<file path="src/verilog/uec_pkg.sv">
// Notes on behaviour
// (RL1) Control endpoints: bank handshake and rw-allowed unused, both read 0.
// (RL2) IN: handshake set when current bank frees, with transmitted-IN flag.
// (RL3) IN: clearing handshake queues the bank to send and moves to next bank.
// (RL4) OUT: handshake set when current bank fills, with received-OUT flag.
// (RL5) OUT: clearing handshake frees the current bank and moves to next bank.
// (RL6) Kill set bit starts discarding last written IN bank; hardware clears.
// (RL7) Software waits for kill bit low before handling another IN packet.
// (RL8) Real discard drops busy-bank count by one, no transmitted-IN flag.
// (RL9) Bank sent by racing IN token: count drops, transmitted-IN flag set.
// (RL10) Two banks ready with kill: first is sent, last is discarded.
// (RL11) Busy-bank enable set and cleared by its set and clear bits.
// (RL12) Each event enable: set bit sets, clear bit clears, gates its event.
// (RL13) Clear register: a one clears the control bit, a zero does nothing.
// (RL14) Set register: a one sets the control bit, a zero does nothing.
// (RL15) Shared enable bits; endpoint type picks SETUP/underflow, stall/CRC.
// (RL16) Software clears transmitted-IN flag before clearing the handshake.
// (RL17) Stall request answers STALL; cleared when a new SETUP arrives.
// (RL18) Interrupt asserted while any event flag and its enable are set.
package uec_pkg;
    localparam logic [11:0] A_STA     = 12'h130;
    localparam logic [11:0] A_STA_CLR = 12'h160;
    localparam logic [11:0] A_STA_SET = 12'h190;
    localparam logic [11:0] A_CTL     = 12'h1c0;
    localparam logic [11:0] A_CTL_SET = 12'h1f0;
    localparam logic [11:0] A_CTL_CLR = 12'h220;
    localparam logic [11:0] A_STRIDE  = 12'h004;

    localparam int B_TXIN  = 0;
    localparam int B_RXOUT = 1;
    localparam int B_SHR2  = 2;
    localparam int B_NAKO  = 3;
    localparam int B_NAKI  = 4;
    localparam int B_OVF   = 5;
    localparam int B_SHR6  = 6;
    localparam int B_SHORT = 7;
    localparam int B_BUSY  = 12;
    localparam int B_KILL  = 13;
    localparam int B_HS    = 14;
    localparam int B_RSTDT = 18;
    localparam int B_STALL = 19;
    localparam int B_CNT   = 16;
    localparam int B_RW_ALLOWED = 18;

    localparam logic [31:0] EN_MASK  = 32'h000110ff;
    localparam logic [31:0] EVT_MASK = 32'h000010ff;
    localparam logic [31:0] RST_VAL  = 32'h00000000;

    localparam logic [1:0] EPT_CTRL = 2'h0;
    localparam logic [1:0] EPT_ISO  = 2'h1;

    typedef struct packed {
        logic setup_rx;
        logic short_pkt;
        logic stalled;
        logic crc_err;
        logic overflow;
        logic nak_in;
        logic nak_out;
        logic underflow;
        logic out_full;
        logic in_sent;
    } uec_evt_t;

    typedef struct packed {
        logic bank_send;
        logic bank_free;
        logic bank_kill;
        logic toggle_rst;
    } uec_act_t;

    typedef enum logic [0:0] {
        UEC_IDLE = 1'h0,
        UEC_ARM  = 1'h1
    } uec_kill_t;
endpackage

</file>
<file path="src/verilog/uec_endpoint.sv">
// The AHB-Lite register port was decided locally.
`timescale 1ns/1ps
module uec_endpoint #(
    parameter int EP_INDEX  = 0,
    parameter int NUM_BANKS = 2
) (
    input  wire logic              hclk,
    input  wire logic              hresetn,
    input  wire logic              hsel,
    input  wire logic [31:0]       haddr,
    input  wire logic [1:0]        htrans,
    input  wire logic              hwrite,
    input  wire logic [2:0]        hsize,
    input  wire logic [31:0]       hwdata,
    input  wire logic              hready,
    output logic      [31:0]       hrdata,
    output logic                   hreadyout,
    output logic                   hresp,
    input  wire logic [1:0]        ep_type,
    input  wire logic              ep_dir_in,
    input  wire uec_pkg::uec_evt_t evt,
    output uec_pkg::uec_act_t      act,
    output logic                   stall_out,
    output logic      [1:0]        busy_count,
    output logic                   irq
);
    localparam int CW = 2;
    localparam logic [CW-1:0] NB = CW'(NUM_BANKS);
    localparam logic [CW-1:0] ONE = 2'h1;
    localparam logic [11:0] OFS = 12'(EP_INDEX * 4);

    generate
        if (NUM_BANKS < 1 || NUM_BANKS > 3 || EP_INDEX < 0 ||
            EP_INDEX > 11) begin : g_chk
            $error("uec_endpoint: unsupported parameters");
        end
    endgenerate

    logic                wr_pend_r;
    logic [11:0]         wr_addr_r;
    logic                rd_pend_r;
    logic [11:0]         rd_addr_r;
    logic [31:0]         sta_r;
    logic [31:0]         en_r;
    logic                hs_r;
    logic                stall_r;
    logic [CW-1:0]       busy_r;
    uec_pkg::uec_kill_t  kst_r;
    uec_pkg::uec_act_t   act_r;
    logic                irq_r;
    logic [31:0]         hrdata_r;
    logic                hready_r;

    logic                is_ctrl;
    logic                is_in;
    logic                is_out;
    logic [31:0]         ctl_set;
    logic [31:0]         ctl_clr;
    logic [31:0]         sta_set;
    logic [31:0]         sta_clr;
    logic                sw_send;
    logic                sw_free;
    logic                in_ev;
    logic                tx_dec;
    logic [CW-1:0]       busy_tx;
    logic                discard;
    logic [CW-1:0]       busy_nxt;
    logic [31:0]         ev_now;
    logic [31:0]         sta_nxt;
    logic [31:0]         en_nxt;
    logic                rw_allowed;
    logic [31:0]         ctl_view;
    logic [31:0]         sta_view;
    logic [31:0]         rd_val;
    logic                take;

    assign is_ctrl = (ep_type == uec_pkg::EPT_CTRL);
    assign is_in   = !is_ctrl && ep_dir_in;
    assign is_out  = !is_ctrl && !ep_dir_in;

    // Bus address phase capture
    assign take = hsel && hready && htrans[1];

    always_ff @(posedge hclk or negedge hresetn) begin
        if (!hresetn) begin
            wr_pend_r <= 1'b0;
            wr_addr_r <= 12'h000;
        end else if (hready_r) begin
            wr_pend_r <= take && hwrite;
            wr_addr_r <= haddr[11:0];
        end
    end

    // Reads take one wait state so earlier writes are visible
    always_ff @(posedge hclk or negedge hresetn) begin
        if (!hresetn) begin
            rd_pend_r <= 1'b0;
            rd_addr_r <= 12'h000;
            hready_r  <= 1'b1;
            hrdata_r  <= 32'h00000000;
        end else if (rd_pend_r) begin
            rd_pend_r <= 1'b0;
            hready_r  <= 1'b1;
            hrdata_r  <= rd_val;
        end else if (hready_r && take && !hwrite) begin
            rd_pend_r <= 1'b1;
            rd_addr_r <= haddr[11:0];
            hready_r  <= 1'b0;
        end
    end

    assign hrdata    = hrdata_r;
    assign hreadyout = hready_r;
    assign hresp     = 1'b0;

    // Write-only set and clear strobes
    always_comb begin
        ctl_set = 32'h00000000;
        ctl_clr = 32'h00000000;
        sta_set = 32'h00000000;
        sta_clr = 32'h00000000;
        if (wr_pend_r) begin
            if (wr_addr_r == uec_pkg::A_CTL_SET + OFS) begin
                ctl_set = hwdata; // [RL14]
            end
            if (wr_addr_r == uec_pkg::A_CTL_CLR + OFS) begin
                ctl_clr = hwdata; // [RL13]
            end
            if (wr_addr_r == uec_pkg::A_STA_SET + OFS) begin
                sta_set = hwdata & uec_pkg::EVT_MASK;
            end
            if (wr_addr_r == uec_pkg::A_STA_CLR + OFS) begin
                sta_clr = hwdata & uec_pkg::EVT_MASK;
            end
        end
    end

    // Bank bookkeeping
    assign sw_send = is_in && ctl_clr[uec_pkg::B_HS] && hs_r &&
                     (busy_r < NB); // [RL3]
    assign sw_free = is_out && ctl_clr[uec_pkg::B_HS] &&
                     (busy_r != 2'h0); // [RL5]
    // A free bank reported by the far side sets handshake and flag even when
    // no bank is busy; otherwise an IN endpoint could never be loaded.
    assign in_ev   = is_in && evt.in_sent;
    assign tx_dec  = in_ev && (busy_r != 2'h0);
    assign busy_tx = busy_r - (tx_dec ? ONE : 2'h0);
    // A racing IN token empties a single bank first; nothing left to kill
    assign discard = (kst_r == uec_pkg::UEC_ARM) &&
                     (busy_tx != 2'h0); // [RL9] [RL10]

    always_comb begin
        busy_nxt = busy_tx;
        if (sw_send || (is_out && evt.out_full && busy_r < NB)) begin
            busy_nxt = busy_nxt + ONE;
        end
        if (sw_free || discard) begin
            busy_nxt = busy_nxt - ONE; // [RL8]
        end
    end

    always_ff @(posedge hclk or negedge hresetn) begin
        if (!hresetn) begin
            busy_r <= 2'h0;
        end else begin
            busy_r <= busy_nxt;
        end
    end

    // Kill procedure
    always_ff @(posedge hclk or negedge hresetn) begin
        if (!hresetn) begin
            kst_r <= uec_pkg::UEC_IDLE;
        end else begin
            unique case (kst_r)
                uec_pkg::UEC_IDLE: begin
                    if (is_in && ctl_set[uec_pkg::B_KILL]) begin
                        kst_r <= uec_pkg::UEC_ARM; // [RL6]
                    end
                end
                uec_pkg::UEC_ARM: begin
                    kst_r <= uec_pkg::UEC_IDLE; // [RL6]
                end
            endcase
        end
    end

    // Bank handshake; a hardware set wins over a software clear
    always_ff @(posedge hclk or negedge hresetn) begin
        if (!hresetn) begin
            hs_r <= 1'b0;
        end else if (is_ctrl) begin
            hs_r <= 1'b0; // [RL1]
        end else if (in_ev || (is_out && evt.out_full)) begin
            hs_r <= 1'b1; // [RL2] [RL4]
        end else if (ctl_clr[uec_pkg::B_HS]) begin
            hs_r <= 1'b0; // [RL3] [RL5]
        end
    end

    // Stall request; software set wins over SETUP clear
    always_ff @(posedge hclk or negedge hresetn) begin
        if (!hresetn) begin
            stall_r <= 1'b0;
        end else if (ctl_set[uec_pkg::B_STALL]) begin
            stall_r <= 1'b1; // [RL17]
        end else if (evt.setup_rx || ctl_clr[uec_pkg::B_STALL]) begin
            stall_r <= 1'b0; // [RL17]
        end
    end

    // Enables: set beats clear
    assign en_nxt = ((en_r & ~ctl_clr) | ctl_set) &
                    uec_pkg::EN_MASK; // [RL11] [RL12]

    always_ff @(posedge hclk or negedge hresetn) begin
        if (!hresetn) begin
            en_r <= uec_pkg::RST_VAL;
        end else begin
            en_r <= en_nxt;
        end
    end

    // Event flags
    always_comb begin
        ev_now = 32'h00000000;
        ev_now[uec_pkg::B_TXIN]  = in_ev; // [RL2] [RL9]
        ev_now[uec_pkg::B_RXOUT] = is_out && evt.out_full; // [RL4]
        ev_now[uec_pkg::B_SHR2]  = is_ctrl ? evt.setup_rx
                                           : evt.underflow; // [RL15]
        ev_now[uec_pkg::B_NAKO]  = evt.nak_out;
        ev_now[uec_pkg::B_NAKI]  = evt.nak_in;
        ev_now[uec_pkg::B_OVF]   = evt.overflow;
        ev_now[uec_pkg::B_SHR6]  = (ep_type == uec_pkg::EPT_ISO)
                                   ? evt.crc_err : evt.stalled; // [RL15]
        ev_now[uec_pkg::B_SHORT] = evt.short_pkt;
        ev_now[uec_pkg::B_BUSY]  = (busy_nxt != busy_r);
    end

    assign sta_nxt = (sta_r & ~sta_clr) | sta_set | ev_now;

    always_ff @(posedge hclk or negedge hresetn) begin
        if (!hresetn) begin
            sta_r <= uec_pkg::RST_VAL;
            irq_r <= 1'b0;
        end else begin
            sta_r <= sta_nxt;
            irq_r <= |(sta_nxt & en_nxt & uec_pkg::EVT_MASK); // [RL18]
        end
    end

    // Actions toward the transceiver side
    always_ff @(posedge hclk or negedge hresetn) begin
        if (!hresetn) begin
            act_r <= '0;
        end else begin
            act_r.bank_send  <= sw_send; // [RL3]
            act_r.bank_free  <= sw_free; // [RL5]
            act_r.bank_kill  <= discard; // [RL8]
            act_r.toggle_rst <= ctl_set[uec_pkg::B_RSTDT];
        end
    end

    assign act        = act_r;
    assign stall_out  = stall_r;
    assign busy_count = busy_r;
    assign irq        = irq_r;

    // Read views
    assign rw_allowed = is_in ? (busy_r < NB) : (is_out && busy_r != 2'h0);

    always_comb begin
        ctl_view = en_r;
        ctl_view[uec_pkg::B_KILL]  = (kst_r == uec_pkg::UEC_ARM);
        ctl_view[uec_pkg::B_HS]    = hs_r && !is_ctrl; // [RL1]
        ctl_view[uec_pkg::B_STALL] = stall_r;
        sta_view = sta_r;
        sta_view[uec_pkg::B_CNT +: CW] = busy_r;
        sta_view[uec_pkg::B_RW_ALLOWED] = rw_allowed && !is_ctrl; // [RL1]
    end

    always_comb begin
        rd_val = 32'h00000000;
        if (rd_addr_r == uec_pkg::A_CTL + OFS) begin
            rd_val = ctl_view;
        end else if (rd_addr_r == uec_pkg::A_STA + OFS) begin
            rd_val = sta_view;
        end
    end
endmodule

</file>
<file path="config.mk">
export PLATFORM = sky130hd
export DESIGN_NAME = uec_endpoint
export DESIGN_NICKNAME = d
export VERILOG_FILES = /design/src/verilog/uec_pkg.sv /design/src/verilog/uec_endpoint.sv
export SDC_FILE = /design/constraint.sdc
export NUM_CORES = 1
export LEC_CHECK = 0
export BUFFER_PORTS_ARGS = -buffer_cell sky130_fd_sc_hd__clkbuf_2
export CORE_MARGIN = 5
export CORE_UTILIZATION = 53
export CTS_CLUSTER_DIAMETER = 80
export DETAILED_ROUTE_END_ITERATION = 8
export PLACE_DENSITY = 0.95
export REMOVE_ABC_BUFFERS = 1
export SYNTH_ARGS = -nofsm -noshare
export SYNTH_HDL_FRONTEND = slang
export SYNTH_SLANG_ARGS = --single-unit
export TNS_END_PERCENT = 30
</file>
<file path="constraint.sdc">
create_clock -name hclk -period 5.85 [get_ports hclk]
set_input_delay 1.4625 -clock hclk [delete_from_list [all_inputs] [get_ports hclk]]
set_output_delay 1.4625 -clock hclk [all_outputs]
set_load 0.01 [all_outputs]
</file>
==> flow_results.org <==
** Global routing
- Across every metal layer, demand over resource in global routing totals 0.219.
- The number of antenna violations at the first check in global routing came to 0.
- The number of global-route vias before repair was 3100.
- The first global-routing pass estimated around 15000 microns of wire.
- Remaining Overflow, GRT :: 0
- Maximum number of pins on one net before global-route repair :: about 70

** Clock tree
- CTS tree :: yes
- Counting the buffers created by CTS gives 9.
- Clock sink count :: 71
- Level count of the clock H-tree :: 3
- Maximum clock insertion buffer count :: 2
- For this design, the CTS-stage hold fixing added 0 buffers.
- In this run, post-CTS repair resized a total of 0 instances.
- Clock transition time at the flip-flop clock pins of the worst setup and hold paths :: about 0.080 ns
- Setup bufs post-CTS :: 0
- In this run the clock root is driven by a sky130_fd_sc_hd__clkbuf_8.
- Worst skew pair latency :: 0.35 ns

** Final layout
- After the last flow step, the layout net total stands at 520.
- Relative to the synthesized area, the layout overhead comes to 16.0%.
- Final antenna diode count :: 0
- Total non-filler cell area in the finished layout :: about 4100 sq um
- Share of the core filled with cells :: 0.638
- The finished layout holds between 500 and 600 standard cells, fillers aside.
- In the final layout, the share of cells above drive strength 1 is 0.257.

** Yosys
- For this run, the leading register cell type out of synthesis is sky130_fd_sc_hd__dfrtp_1.
- Ys Warns :: 0
- List of most frequent post-synthesis cells :: sky130_fd_sc_hd__dfrtp_1 (70), sky130_fd_sc_hd__nand2_1 (67), sky130_fd_sc_hd__nor2_1 (23), sky130_fd_sc_hd__buf_4 (18)
- Leading cell type by number of instances after synthesis :: sky130_fd_sc_hd__dfrtp_1
- A synthesized cell averages slightly below 10 sq um.
- For this run, the register share of the synthesized area comes to 0.503.
- Of the post-synthesis cell area, the dominant cell type holds 0.496.
- Cell type contributing the most total cell area after synthesis :: sky130_fd_sc_hd__dfrtp_1
- Yosys mapped the design onto 54 distinct sky130hd cell types.
- Flip-flop and latch count after synthesis :: 71
- The cell count after synthesis came out at between 300 and 400.
- Share of flip-flops with an asynchronous set or reset after synthesis :: 1.00
- EDFF count, synth :: 0
- In the post-synthesis netlist, the biggest area contributors are sky130_fd_sc_hd__dfrtp_1 (50%), sky130_fd_sc_hd__nand2_1 (7.1%), sky130_fd_sc_hd__mux2_2 (4.1%).
- Post-Synthesis Cell Area :: roughly 3500 sq um

** Timing
- Skew final :: approximately 0.012 ns
- Final critical path time including I/O delays and setup :: 4.13 ns
- In the post-route analysis, the smallest setup slack over all paths is 1.72 ns.
- Count of endpoints failing setup in the final report :: 0
- Final Max Tran Viols :: 0
- In the final timing run, aggregate negative setup slack is 0 ns.
- Timing would allow up to 242 MHz.
- In the finished design, the share of the clock period the worst path needs comes to 0.707.
- In this run the tightest slew margin relative to its limit is 0.325.
- Hold slack :: between 0.4 and 0.5 ns
- RSZ-0062 raised after global routing :: false
- The final number of hold-violating endpoints came to 0.
- Slew @ Worst Pin :: about 1 ns

** Placement
- The number of placed instances, taps included, is about 500.
- The congestion estimate from routability-driven global placement came to 0.901.
- Dpl hpwl :: approximately 6300 microns
- Input/output buffers :: 68
- Area after detailed placement :: ~3900 sq um
- Post-place setup slack :: ~1.5 ns

** Setup path
- Crit path launch type :: input pin
- CP Data Required Time :: just over 6 ns
- Category of the worst setup path capture point :: flip-flop
- In this design, the stage delay of the slowest critical-path cell is around 0.57 ns.
- At the worst endpoint, the arrival time is approximately 4.4 ns.
- The slowest stage of the critical path belongs to the cell sky130_fd_sc_hd__nor2_1.
- The signal on the critical path passes through clkbuf_2, nor2_1, nor3_1, ha_1, xnor2_1, ha_1, or4_1, o41ai_1, a311oi_1, o21ai_1, xnor2_1, or3_1.
- In this run the worst path has a maximum fanout of 9.
- The worst setup path is of the in2reg kind.

** Route
- Across all layers, the routed design uses approximately 3000 vias.
- In this run, the number of DRC markers left after iteration 0 of detailed routing was 250.
- Routed WL :: about 8800 microns
- Average via count per standard cell :: around 5.9
- In this run the remaining antenna-violating nets after routing total 0.
- Detail-routed net length per standard cell :: 17.2 microns
- The pre-antenna-repair detailed-routing pass consisted of 5 iterations.
- In the routed design, unresolved DRC markers number 0.

** Floorplanning
- The die covers roughly 8400 sq um.
- The total area inside the core boundary comes to around 6400 sq um.
- Pin placement for this block handled between 100 and 150 I/O pins.
- Die extent in y :: approximately 92 microns
- Starting Density :: 0.550
- Chip width :: just over 90 microns
- Row generation in the floorplan step produced 29 rows.

** Pwr
- Peak supply drop :: roughly 0.21 mV
- Summing internal, switching and leakage power gives between 1 and 1.5 mW.
- Leakage power of the design :: around 1.9 nW
- Power spread over the standard cell area amounts to 329 nW/um^2.

** Outcome
- Run status :: completed

** Min path
- Type of the most critical hold path :: reg2reg

** Flow run
- Max-cap violations :: 0
==> per-layer routing <==
layer,up-vias,wire (microns),GRT usage
li1,1390,-,-
met1,1461,3370,0.265
met2,178,4320,0.368
met3,15,1020,0.0761
met4,0,139,0.0666
met5,-,0,0
==> layout by cell type (no fill, tap or decap), drive strengths merged, types with 3 or more instances in the layout <==
master	Yosys	layout
clkbuf	12	80
dfrtp	70	70
nand2	68	68
o21ai	24	24
nor2	23	23
conb	1	18
inv	14	14
a22oi	14	14
a21oi	13	13
mux2	13	13
nand3	12	12
and2	10	10
nor4	6	6
a31oi	5	5
nand4	5	5
o41ai	5	5
nor3	4	4
a221o	4	4
buf	20	4
nand2b	3	3
xnor2	3	3
nor2b	3	3
a311oi	3	3
or4	3	3
==> final timing paths <==
check | cells after the start | endpoint | slack, ns | start
min in group asynchronous | 2 | busy_count[1] | 1.31 | hresetn
worst max register to register | 7 | irq | 2.59 | wr_addr_r[3]
worst max-delay path | 12 | sta_r[12] | 1.72 | ep_type[0]
worst min-delay path | 2 | rd_addr_r[8] | 0.48 | rd_addr_r[8]
worst min register to register | 2 | rd_addr_r[8] | 0.48 | rd_addr_r[8]
max in group asynchronous | 2 | wr_addr_r[6] | 3.96 | hresetn
==> kinds of logic (layout without fill, tap and decap cells) <==
| group | Yosys count | after routing | synth area share |
|---|---|---|---|
| xor gates and xnor gates | 4 | 4 | 0.0138 |
| AOI/OAI and AO/OA | 76 | 76 | 0.144 |
| and+or+nand+nor | 149 | 149 | 0.214 |
| buffers and inverters | 46 | 101 | 0.0701 |
| adders and majority gates | 2 | 2 | 0.00708 |
| DFF | 71 | 71 | 0.503 |
| muxes | 15 | 15 | 0.0471 |
| other | 1 | 18 | 0.00106 |
==> area by class of cell <==
| type | count | area, sq um |
|---|---|---|
| well taps | 77 | 96.3 |
| clock inverters | 3 | 65.1 |
| repair buffers | 71 | 363 |
| clock buffers | 13 | 159 |
| fillers | 511 | 2320 |
| inverters | 14 | 52.6 |
| multi-input cells | 264 | 1580 |
| flip-flops and latches | 71 | 1780 |
==> power by group <==
group | switching [mW] | internal, mW
combinational | 0.163 | 0.129
clock | 0.175 | 0.263
sequential | 0.0671 | 0.552
total | 0.405 | 0.944
==> sequential cells by signal, summed over array words and instances, names as in the netlist <==
name and flops:
kst_r 1, irq 1, rd_addr_r 12, sta_r 9
hs_r 1, stall_out 1, wr_pend_r 1, rd_pend_r 1
busy_count 2, act 4, en_r 10, hrdata 15
hreadyout 1, wr_addr_r 12
==> critical path: cells and delay by family <==
family,cells,cell delay (ns)
adders and majority gates,2,0.53
xor gates and xnor gates,2,0.29
buffers and inverters,1,0.11
and+or+nand+nor,4,1.53
AOI/OAI and AO/OA,3,0.44
(Power assumes the default switching activity.)
